==> src/hw/ddrci_pkg.sv <==
// Package of the DDR command and write-mask input interface.
// Assumes one system clock standing for the rising CK crossing.
package ddrci_pkg;

    // ----------------------------------------------------------------
    // Widths
    // ----------------------------------------------------------------
    localparam int ADDR_W = 13;
    localparam int BANK_W = 2;
    localparam int NUM_BANKS = 4;
    localparam int DQ_W = 32;
    localparam int LANES = 4;
    localparam int LANE_W = 8;
    localparam int X16_LANES = 2;

    // ----------------------------------------------------------------
    // Address field positions
    // ----------------------------------------------------------------
    localparam int TOP_ADDR_BIT = 12;
    localparam int AP_BIT_X32 = 8;
    localparam int AP_BIT_X16 = 10;

    // ----------------------------------------------------------------
    // Reset values
    // ----------------------------------------------------------------
    localparam logic [ADDR_W-1:0] ADDR_RST = 13'h0000;
    localparam logic [BANK_W-1:0] BANK_RST = 2'h0;
    localparam logic [NUM_BANKS-1:0] OPEN_RST = 4'h0;
    localparam logic [DQ_W-1:0] DQ_RST = 32'h00000000;
    localparam logic [LANES-1:0] BE_RST = 4'h0;

    // ----------------------------------------------------------------
    // Commands and power states
    // ----------------------------------------------------------------
    typedef enum logic [2:0] {
        CMD_NOP,
        CMD_ACTIVE,
        CMD_READ,
        CMD_WRITE,
        CMD_BURST_STOP,
        CMD_PRECHARGE,
        CMD_REFRESH,
        CMD_MODE_SET
    } ddrci_cmd_type;

    typedef enum logic [1:0] {
        PWR_NORMAL,
        PWR_PRE_PD,
        PWR_ACT_PD,
        PWR_SELF_REF
    } ddrci_pwr_type;

endpackage : ddrci_pkg

==> src/hw/ddrci_buf.sv <==
// Two-entry buffer for captured write beats, valid and ready on both sides.
// Assumes the filler honours o_ready and the drain may stall at will.
`timescale 1ns/1ps
module ddrci_buf #(
    parameter int W = 36
) (
    input wire logic i_clk,
    input wire logic i_rst_b,
    input wire logic i_valid,
    input wire logic [W-1:0] i_data,
    output logic o_ready,
    output logic o_valid,
    output logic [W-1:0] o_data,
    input wire logic i_ready
);

    // ----------------------------------------------------------------
    // State
    // ----------------------------------------------------------------
    typedef struct packed {
        logic [1:0] vld;
        logic [1:0][W-1:0] ent;
        logic room;
    } ddrci_buf_type;

    ddrci_buf_type st_q;
    ddrci_buf_type st_d;

    always_comb begin
        logic pop;
        logic push;
        pop = 1'b0;
        push = 1'b0;
        st_d = st_q;
        pop = st_q.vld[0] & i_ready;
        push = i_valid & st_q.room;
        if (pop) begin
            st_d.ent[0] = st_q.ent[1];
            st_d.vld = {1'b0, st_q.vld[1]};
        end
        if (push) begin
            st_d.ent[st_d.vld[0]] = i_data;
            st_d.vld[st_d.vld[0]] = 1'b1;
        end
        st_d.room = ~st_d.vld[1];
    end

    always_ff @(posedge i_clk or negedge i_rst_b) begin
        if (!i_rst_b) begin
            st_q <= '{vld: 2'h0, ent: '0, room: 1'b1};
        end else begin
            st_q <= st_d;
        end
    end

    assign o_ready = st_q.room;
    assign o_valid = st_q.vld[0];
    assign o_data = st_q.ent[0];

endmodule : ddrci_buf

==> src/hw/ddrci_top.sv <==
// DDR command, clock-enable and write-mask input interface of the memory.
// Assumes I_SYS_CLK is the rising CK crossing and all inputs but the asynchronous reset I_RST_B are synchronous.
`timescale 1ns/1ps
module ddrci_top (
    input wire logic I_SYS_CLK,
    input wire logic I_RST_B,
    input wire logic I_CFG_X32,
    input wire logic I_CKE,
    input wire logic I_CS_B,
    input wire logic I_RAS_B,
    input wire logic I_CAS_B,
    input wire logic I_WE_B,
    input wire logic [ddrci_pkg::BANK_W-1:0] I_BA,
    input wire logic [ddrci_pkg::ADDR_W-1:0] I_ADDR,
    input wire logic I_DQS,
    input wire logic [ddrci_pkg::DQ_W-1:0] I_DQ,
    input wire logic [ddrci_pkg::LANES-1:0] I_DM,
    input wire logic I_WR_READY,
    output logic O_CMD_VALID,
    output logic [2:0] O_CMD,
    output logic [ddrci_pkg::BANK_W-1:0] O_BANK,
    output logic [ddrci_pkg::ADDR_W-1:0] O_ADDR,
    output logic O_AP,
    output logic [ddrci_pkg::NUM_BANKS-1:0] O_BANK_OPEN,
    output logic [1:0] O_PWR_STATE,
    output logic O_INT_CLK_EN,
    output logic O_IN_BUF_EN,
    output logic O_OUT_DRV_EN,
    output logic O_BEAT_READY,
    output logic O_OVERRUN,
    output logic O_WR_VALID,
    output logic [ddrci_pkg::DQ_W-1:0] O_WR_DATA,
    output logic [ddrci_pkg::LANES-1:0] O_WR_BE
);

    // ----------------------------------------------------------------
    // Decoding helpers
    // ----------------------------------------------------------------
    function automatic ddrci_pkg::ddrci_cmd_type cmd_decode(
        input logic ras_b,
        input logic cas_b,
        input logic we_b
    );
        case ({ras_b, cas_b, we_b})
            3'h3: cmd_decode = ddrci_pkg::CMD_ACTIVE;
            3'h5: cmd_decode = ddrci_pkg::CMD_READ;
            3'h4: cmd_decode = ddrci_pkg::CMD_WRITE;
            3'h6: cmd_decode = ddrci_pkg::CMD_BURST_STOP;
            3'h2: cmd_decode = ddrci_pkg::CMD_PRECHARGE;
            3'h1: cmd_decode = ddrci_pkg::CMD_REFRESH;
            3'h0: cmd_decode = ddrci_pkg::CMD_MODE_SET;
            default: cmd_decode = ddrci_pkg::CMD_NOP;
        endcase
    endfunction : cmd_decode

    function automatic logic ap_of(
        input logic [ddrci_pkg::ADDR_W-1:0] addr,
        input logic x32
    );
        ap_of = x32 ? addr[ddrci_pkg::AP_BIT_X32] : addr[ddrci_pkg::AP_BIT_X16];
    endfunction : ap_of

    // ----------------------------------------------------------------
    // State
    // ----------------------------------------------------------------
    typedef struct packed {
        ddrci_pkg::ddrci_pwr_type pwr;
        logic [ddrci_pkg::NUM_BANKS-1:0] open;
        logic wr_act;
        logic dqs;
        logic cmd_vld;
        ddrci_pkg::ddrci_cmd_type cmd;
        logic [ddrci_pkg::BANK_W-1:0] bank;
        logic [ddrci_pkg::ADDR_W-1:0] addr;
        logic ap;
        logic ovr;
        logic int_clk;
        logic ibuf;
        logic obuf;
    } ddrci_state_type;

    ddrci_state_type st_q;
    ddrci_state_type st_d;

    ddrci_pkg::ddrci_cmd_type cmd_in;
    logic [ddrci_pkg::ADDR_W-1:0] addr_in;
    logic ap_in;
    logic cmd_live;
    logic beat_edge;
    logic beat_push;
    logic buf_ready;
    logic [ddrci_pkg::LANES-1:0] beat_be;
    logic [ddrci_pkg::LANES-1:0] lane_used;

    // ----------------------------------------------------------------
    // Command decode and byte lanes
    // ----------------------------------------------------------------
    assign cmd_live = (st_q.pwr == ddrci_pkg::PWR_NORMAL) & ~I_CS_B;
    assign cmd_in = cmd_live ? cmd_decode(I_RAS_B, I_CAS_B, I_WE_B)
                             : ddrci_pkg::CMD_NOP;
    assign addr_in = I_CFG_X32 ? {1'b0, I_ADDR[ddrci_pkg::TOP_ADDR_BIT-1:0]}
                               : I_ADDR;
    assign ap_in = ap_of(I_ADDR, I_CFG_X32);

    generate
        for (genvar g = 0; g < ddrci_pkg::LANES; g++) begin : g_lane
            assign lane_used[g] = I_CFG_X32 | (g < ddrci_pkg::X16_LANES);
            assign beat_be[g] = lane_used[g] & ~I_DM[g];
        end
    endgenerate

    // Either strobe direction marks one beat with its own mask value
    assign beat_edge = I_DQS ^ st_q.dqs;
    assign beat_push = beat_edge & st_q.wr_act & st_q.ibuf;

    // ----------------------------------------------------------------
    // Next state
    // ----------------------------------------------------------------
    always_comb begin
        st_d = st_q;
        st_d.dqs = I_DQS;
        st_d.cmd_vld = 1'b0;
        if (beat_push && !buf_ready) begin
            st_d.ovr = 1'b1;
        end
        case (st_q.pwr)
            ddrci_pkg::PWR_NORMAL: begin
                if (!I_CKE) begin
                    st_d.wr_act = 1'b0;
                    if (st_q.open != ddrci_pkg::OPEN_RST) begin
                        st_d.pwr = ddrci_pkg::PWR_ACT_PD;
                    end else if (cmd_in == ddrci_pkg::CMD_REFRESH) begin
                        st_d.pwr = ddrci_pkg::PWR_SELF_REF;
                    end else begin
                        st_d.pwr = ddrci_pkg::PWR_PRE_PD;
                    end
                end else if (cmd_in != ddrci_pkg::CMD_NOP) begin
                    st_d.cmd_vld = 1'b1;
                    st_d.cmd = cmd_in;
                    st_d.bank = I_BA;
                    st_d.addr = addr_in;
                    st_d.ap = 1'b0;
                    st_d.wr_act = 1'b0;
                    case (cmd_in)
                        ddrci_pkg::CMD_ACTIVE: begin
                            st_d.open[I_BA] = 1'b1;
                        end
                        ddrci_pkg::CMD_READ: begin
                            st_d.ap = ap_in;
                            if (ap_in) begin
                                st_d.open[I_BA] = 1'b0;
                            end
                        end
                        ddrci_pkg::CMD_WRITE: begin
                            st_d.ap = ap_in;
                            st_d.wr_act = 1'b1;
                            st_d.ovr = beat_push & ~buf_ready;
                            if (ap_in) begin
                                st_d.open[I_BA] = 1'b0;
                            end
                        end
                        ddrci_pkg::CMD_PRECHARGE: begin
                            st_d.ap = ap_in;
                            if (ap_in) begin
                                st_d.open = ddrci_pkg::OPEN_RST;
                            end else begin
                                st_d.open[I_BA] = 1'b0;
                            end
                        end
                        default: begin
                        end
                    endcase
                end
            end
            ddrci_pkg::PWR_SELF_REF: begin
                // Exit needs no command decode, only I_CKE high at a rising edge
                if (I_CKE) begin
                    st_d.pwr = ddrci_pkg::PWR_NORMAL;
                end
            end
            default: begin
                if (I_CKE) begin
                    st_d.pwr = ddrci_pkg::PWR_NORMAL;
                end
            end
        endcase
        st_d.int_clk = (st_d.pwr == ddrci_pkg::PWR_NORMAL);
        st_d.ibuf = (st_d.pwr == ddrci_pkg::PWR_NORMAL);
        st_d.obuf = (st_d.pwr == ddrci_pkg::PWR_NORMAL);
    end

    // ----------------------------------------------------------------
    // Registers, sampled on the rising crossing only
    // ----------------------------------------------------------------
    always_ff @(posedge I_SYS_CLK or negedge I_RST_B) begin
        if (!I_RST_B) begin
            st_q <= '{pwr: ddrci_pkg::PWR_NORMAL, open: ddrci_pkg::OPEN_RST,
                      wr_act: 1'b0, dqs: 1'b0, cmd_vld: 1'b0,
                      cmd: ddrci_pkg::CMD_NOP, bank: ddrci_pkg::BANK_RST,
                      addr: ddrci_pkg::ADDR_RST, ap: 1'b0, ovr: 1'b0,
                      int_clk: 1'b1, ibuf: 1'b1, obuf: 1'b1};
        end else begin
            st_q <= st_d;
        end
    end

    // ----------------------------------------------------------------
    // Write beat buffer
    // ----------------------------------------------------------------
    ddrci_buf #(
        .W(ddrci_pkg::DQ_W + ddrci_pkg::LANES)
    ) u_buf (
        .i_clk(I_SYS_CLK),
        .i_rst_b(I_RST_B),
        .i_valid(beat_push),
        .i_data({beat_be, I_DQ}),
        .o_ready(buf_ready),
        .o_valid(O_WR_VALID),
        .o_data({O_WR_BE, O_WR_DATA}),
        .i_ready(I_WR_READY)
    );

    // ----------------------------------------------------------------
    // Outputs
    // ----------------------------------------------------------------
    assign O_CMD_VALID = st_q.cmd_vld;
    assign O_CMD = st_q.cmd;
    assign O_BANK = st_q.bank;
    assign O_ADDR = st_q.addr;
    assign O_AP = st_q.ap;
    assign O_BANK_OPEN = st_q.open;
    assign O_PWR_STATE = st_q.pwr;
    assign O_INT_CLK_EN = st_q.int_clk;
    assign O_IN_BUF_EN = st_q.ibuf;
    assign O_OUT_DRV_EN = st_q.obuf;
    assign O_BEAT_READY = buf_ready;
    assign O_OVERRUN = st_q.ovr;
endmodule : ddrci_top

==> config.mk <==
export PLATFORM = sky130hd
export DESIGN_NAME = ddrci_top
export DESIGN_NICKNAME = d
export VERILOG_FILES = /design/src/hw/ddrci_pkg.sv /design/src/hw/ddrci_buf.sv /design/src/hw/ddrci_top.sv
export SDC_FILE = /design/constraint.sdc
export NUM_CORES = 1
export LEC_CHECK = 0
export CORE_MARGIN = 3
export CORE_UTILIZATION = 30
export CTS_CLUSTER_SIZE = 8
export DETAILED_ROUTE_END_ITERATION = 10
export DONT_BUFFER_PORTS = 1
export SLEW_MARGIN = 20
export SYNTH_ARGS = -nofsm -noshare
export SYNTH_HDL_FRONTEND = slang
export SYNTH_SLANG_ARGS = --single-unit
==> constraint.sdc <==
create_clock -name I_SYS_CLK -period 3.85 [get_ports I_SYS_CLK]
set_input_delay 0.77 -clock I_SYS_CLK [delete_from_list [all_inputs] [get_ports I_SYS_CLK]]
set_output_delay 0.77 -clock I_SYS_CLK [all_outputs]
set_load 0.03 [all_outputs]
# --- After elaboration in Yosys (flattened, before gate mapping) ---
# Cells that the tools add are included.
op_classes:
  magnitude_cmp: 4
  eq_ne: 13
  muxes: 31
  bitwise: 20
  reduce_logical: 15
op_table:
  columns: ["operator", "n"]
  rows:
  - ["$mux W74", 1]
  - ["$bwmux W72", 1]
  - ["$mux W36", 2]
  - ["$mux W21", 3]
  - ["$demux W36 S1", 1]
  - ["$pmux W3 S7", 1]
  - ["$eq A3 B3 Y1 const B", 5]
  - ["$mux W13", 1]
  - ["$eq A3 B2 Y1 const B", 4]
  - ["$mux W2", 6]
  - ["$pmux W4 S3", 1]
  - ["$mux W1", 9]
  - ["$and A1 B1 Y1", 8]
  - ["$mux W4", 2]
  - ["$not A1 Y1", 7]
  - ["$eq A3 B1 Y1 const B", 2]
  - ["$reduce_bool A3 Y1", 2]
  - ["$reduce_and A5 Y1", 1]
  - ["$and A4 B4 Y4", 1]
  - ["$logic_not A2 Y1", 2]
  - ["$ne A2 B1 Y1 const B", 2]
  - ["$not A4 Y4", 1]
  - ["$or A4 B4 Y4", 1]
  - ["$reduce_bool A4 Y1", 1]
  - ["other kinds (16)", 18]
totals:
  ff_bits: 105
  inputBits: 61
  output_inout_bits: 68
  elab_cells: 98

# --- Longest topological paths before layout ---
logic_depth:
  word_depth: 9
  mapped_depth: 6
  ltp_nobuf: 4

# --- Hierarchy ---
# A second synthesis with hierarchy kept.
hier_totals:
  hier_cells: 383
  hier_area_um2: 5144.9
by_module_without_submodules:
  columns: ["module", "n_inst", "cells_per_inst", "area_per_inst_um2", "seq_area_each_um2"]
  rows:
  - ["ddrci_buf", 1, 240, 3567.2, 1878.1]
  - ["ddrci_top", 1, 143, 1577.8, 752.0]

# --- Worst setup path after synthesis ---
# No wires, ideal clock.
synth_timing:
  path_type: "input-to-reg"
  from: "input port I_DQS"
  to: "register (tool-made name)"
  setup_ps: 125
  arrival_time_ps: 2139
  required_ps: 3725
  setup_slack_ps: 1586
  stages: 6
  path_buffers: 2
  path_cell_list: "xnor2_1 > or3_1 > clkbuf_1 > nor2_4 > buf_6 > mux2_2"
synth_lines:
  columns: ["item", "line_no", "text"]
  rows:
  - ["from (decl)", "ddrci_top.sv:15", "input wire logic I_DQS,"]

==> metrics.txt <==
outcome=complete, no violations; Rows=46; post-synthesis async set-or-reset flop share=100%; Final nets=around 400; relative slew slack=slightly below 60%; first-pass GRT wire length=around 16000 um; CTS Sinks=roughly 110; most used flip-flop cell after synthesis=dfrtp_1; met3 Use GR=between 4 and 5%; Placeable Area=16100 sq um; final wirelength=between 9000 and 10000 um; Worst setup EP type=flop; Netlist cell types=39; CTS Buf Count=9; Placer Congestion=approximately 0.71; RSZ-0062 raised after global routing=false; post-synth top area cell=dfrtp_1; CP startpoint kind=flop; Clock transition at path regs=0.07 ns; final hold violations=0; Clock Skews=around 0.013 ns; PD cells=562 nW/um^2; critical path class=flop to flop; critical path arrival=about 3.0 ns; leak pwr=approximately 2.5 nW; Area Overhead vs Synth=-0.376%; detailed router's first-iteration violation count=between 60 and 70; VDD IR max=0.193 mV; Final Max Slew Viols=0; Final period util=between 70% and 80%; met2 Track Usage GR=between 10% and 20%; worst setup margin=around 1.1 ns; Most Crowded Layer GR=met2; reg2reg setup slack=1.11 ns; placed cells=~560; CTS max path bufs=2; critical path peak fanout=31; Post-DP HPWL=around 7000 um; routing usage on met1=14.0%; post-route ant nets=0; Syn Std Cell Area=about 5000 sq um; PortBufs=0; syn nets=about 480; largest cells by area after synthesis=dfrtp_1, buf_4, mux2_2; GRT Overall Usage=roughly 11%; # IOs=129; Total Power=0.00279 W; WL/cell=around 17 um; worst min-delay path category=input port to async pin; Synth top area share=between 50% and 60%; ANT cells=0; initial antenna violation count=1; Die X=between 100 and 150 um; register area share after synthesis=between 50% and 60%; MaxCap Viol Count=0; most common cell in the synthesized netlist=dfrtp_1; EDFF count, synth=0; Placement Setup Slack=~1.1 ns; fmax=365 MHz; setup TNS=0 ns; Die Y=135 um; drt via density=approximately 4.7; layout cell share with drive strength beyond 1=approximately a fifth; CTS-repair resized insts=0; post-CTS setup buffers=0; drt first pass iters=4; final setup violation count=0; Yosys warnings=0; top cells by count, synth=dfrtp_1, buf_4, nand2_1; Finished Layout Cells=between 500 and 600; CTS Hold Bufs=0; #FFs+latches synth=around 110; largest net degree at the start of global routing=between 100 and 150; initial cell density of the core=between 30% and 40%; Mean Syn Cell Area=approximately 12 sq um; Worst EP required=roughly 4.1 ns; Worst-Skew Late Latency=0.35 ns; Slew @ Worst Pin=around 0.63 ns; H-tree levels=3; Overflow after GRT=0; clock root buffer=clkbuf_16; die area=18200 sq um; Final min period=about 2.7 ns; DRC errors left=0; via count=between 2000 and 3000; CTS tree=done; vias in the first global route=2839; Syn Inst Count=420
## placed cells by master (no fill, tap or decap), types with 6 or more instances in the layout
master,synthesis,routed
o21ai_0,34,34
inv_1,6,6
dfrtp_1,103,103
nand2_1,44,43
nor2_1,7,7
mux2i_1,35,35
o21ai_1,6,6
mux2_2,33,33
mux2_4,14,14
clkbuf_16,0,9
## final timing paths
path | start | end | cells after the start
setup / recovery | O_OUT_DRV_EN | flop | 5
hold / removal | I_RST_B | O_CMD_VALID | 0
setup reg to reg | O_OUT_DRV_EN | flop | 5
hold reg to reg | u_buf.st_q[74] | u_buf.o_ready | 1
max in group asynchronous | I_RST_B | O_ADDR[1] | 0
min in group I_SYS_CLK | I_CKE | O_OUT_DRV_EN | 0
## cell type report
class / instances / area [sq um]
clock buffer: 11 / 243
clock inverter: 5 / 31.3
fill: 1600 / 11100
inverter: 6 / 22.5
multi-input combinational: 225 / 1750
sequential: 105 / 2630
tap: 216 / 270
timing repair buffer: 4 / 30.0
## power by group
part | internal [W] | switching, W | total (W)
clock | 0.000455 | 0.000397 | 0.000852
sequential | 0.00126 | 0.000464 | 0.00173
combinational | 0.000131 | 0.0000844 | 0.000215
total | 0.00185 | 0.000946 | 0.00279
## metal layers
| metal | up-vias | part of all wire (%) |
|---|---|---|
| li1 | 1244 | - |
| met1 | 1352 | 42 |
| met2 | 81 | 48 |
| met3 | 11 | 8.5 |
| met4 | 0 | 1.1 |
| met5 | - | 0 |
## stage by stage
step / hold WS (ns) / utilization [%] / area [sq um]
after floorplan: 0.397 / - / 4990
after global placement: 0.446 / 29.3 / 4700
after detailed placement: 0.433 / 29.3 / 4700
after CTS: 0.0938 / 31.0 / 4970
after global routing: 0.0882 / 31.0 / 4970
final: 0.122 / 31.0 / 4970
## worst max-delay path, stage by stage, from the launching register on
cell	delay, ns
dfstp_2	0.84
nand2_1	0.21
or3_1	0.51
nor2_4	0.22
buf_4	0.43
mux2_2	0.39
## kinds of logic (layout without fill, tap and decap cells)
family	count (synthesis)	in the layout	share of synthesized area (%)
AO/OA/AOI/OAI	66	66	8.84
XOR/XNOR	1	1	0.175
buffers and inverters	90	26	12.4
flip-flops	105	105	52.7
multiplexers	83	83	18.9
AND/OR/NAND/NOR	75	75	7.04
No activity file was read; power rests on OpenSTA's default activity.
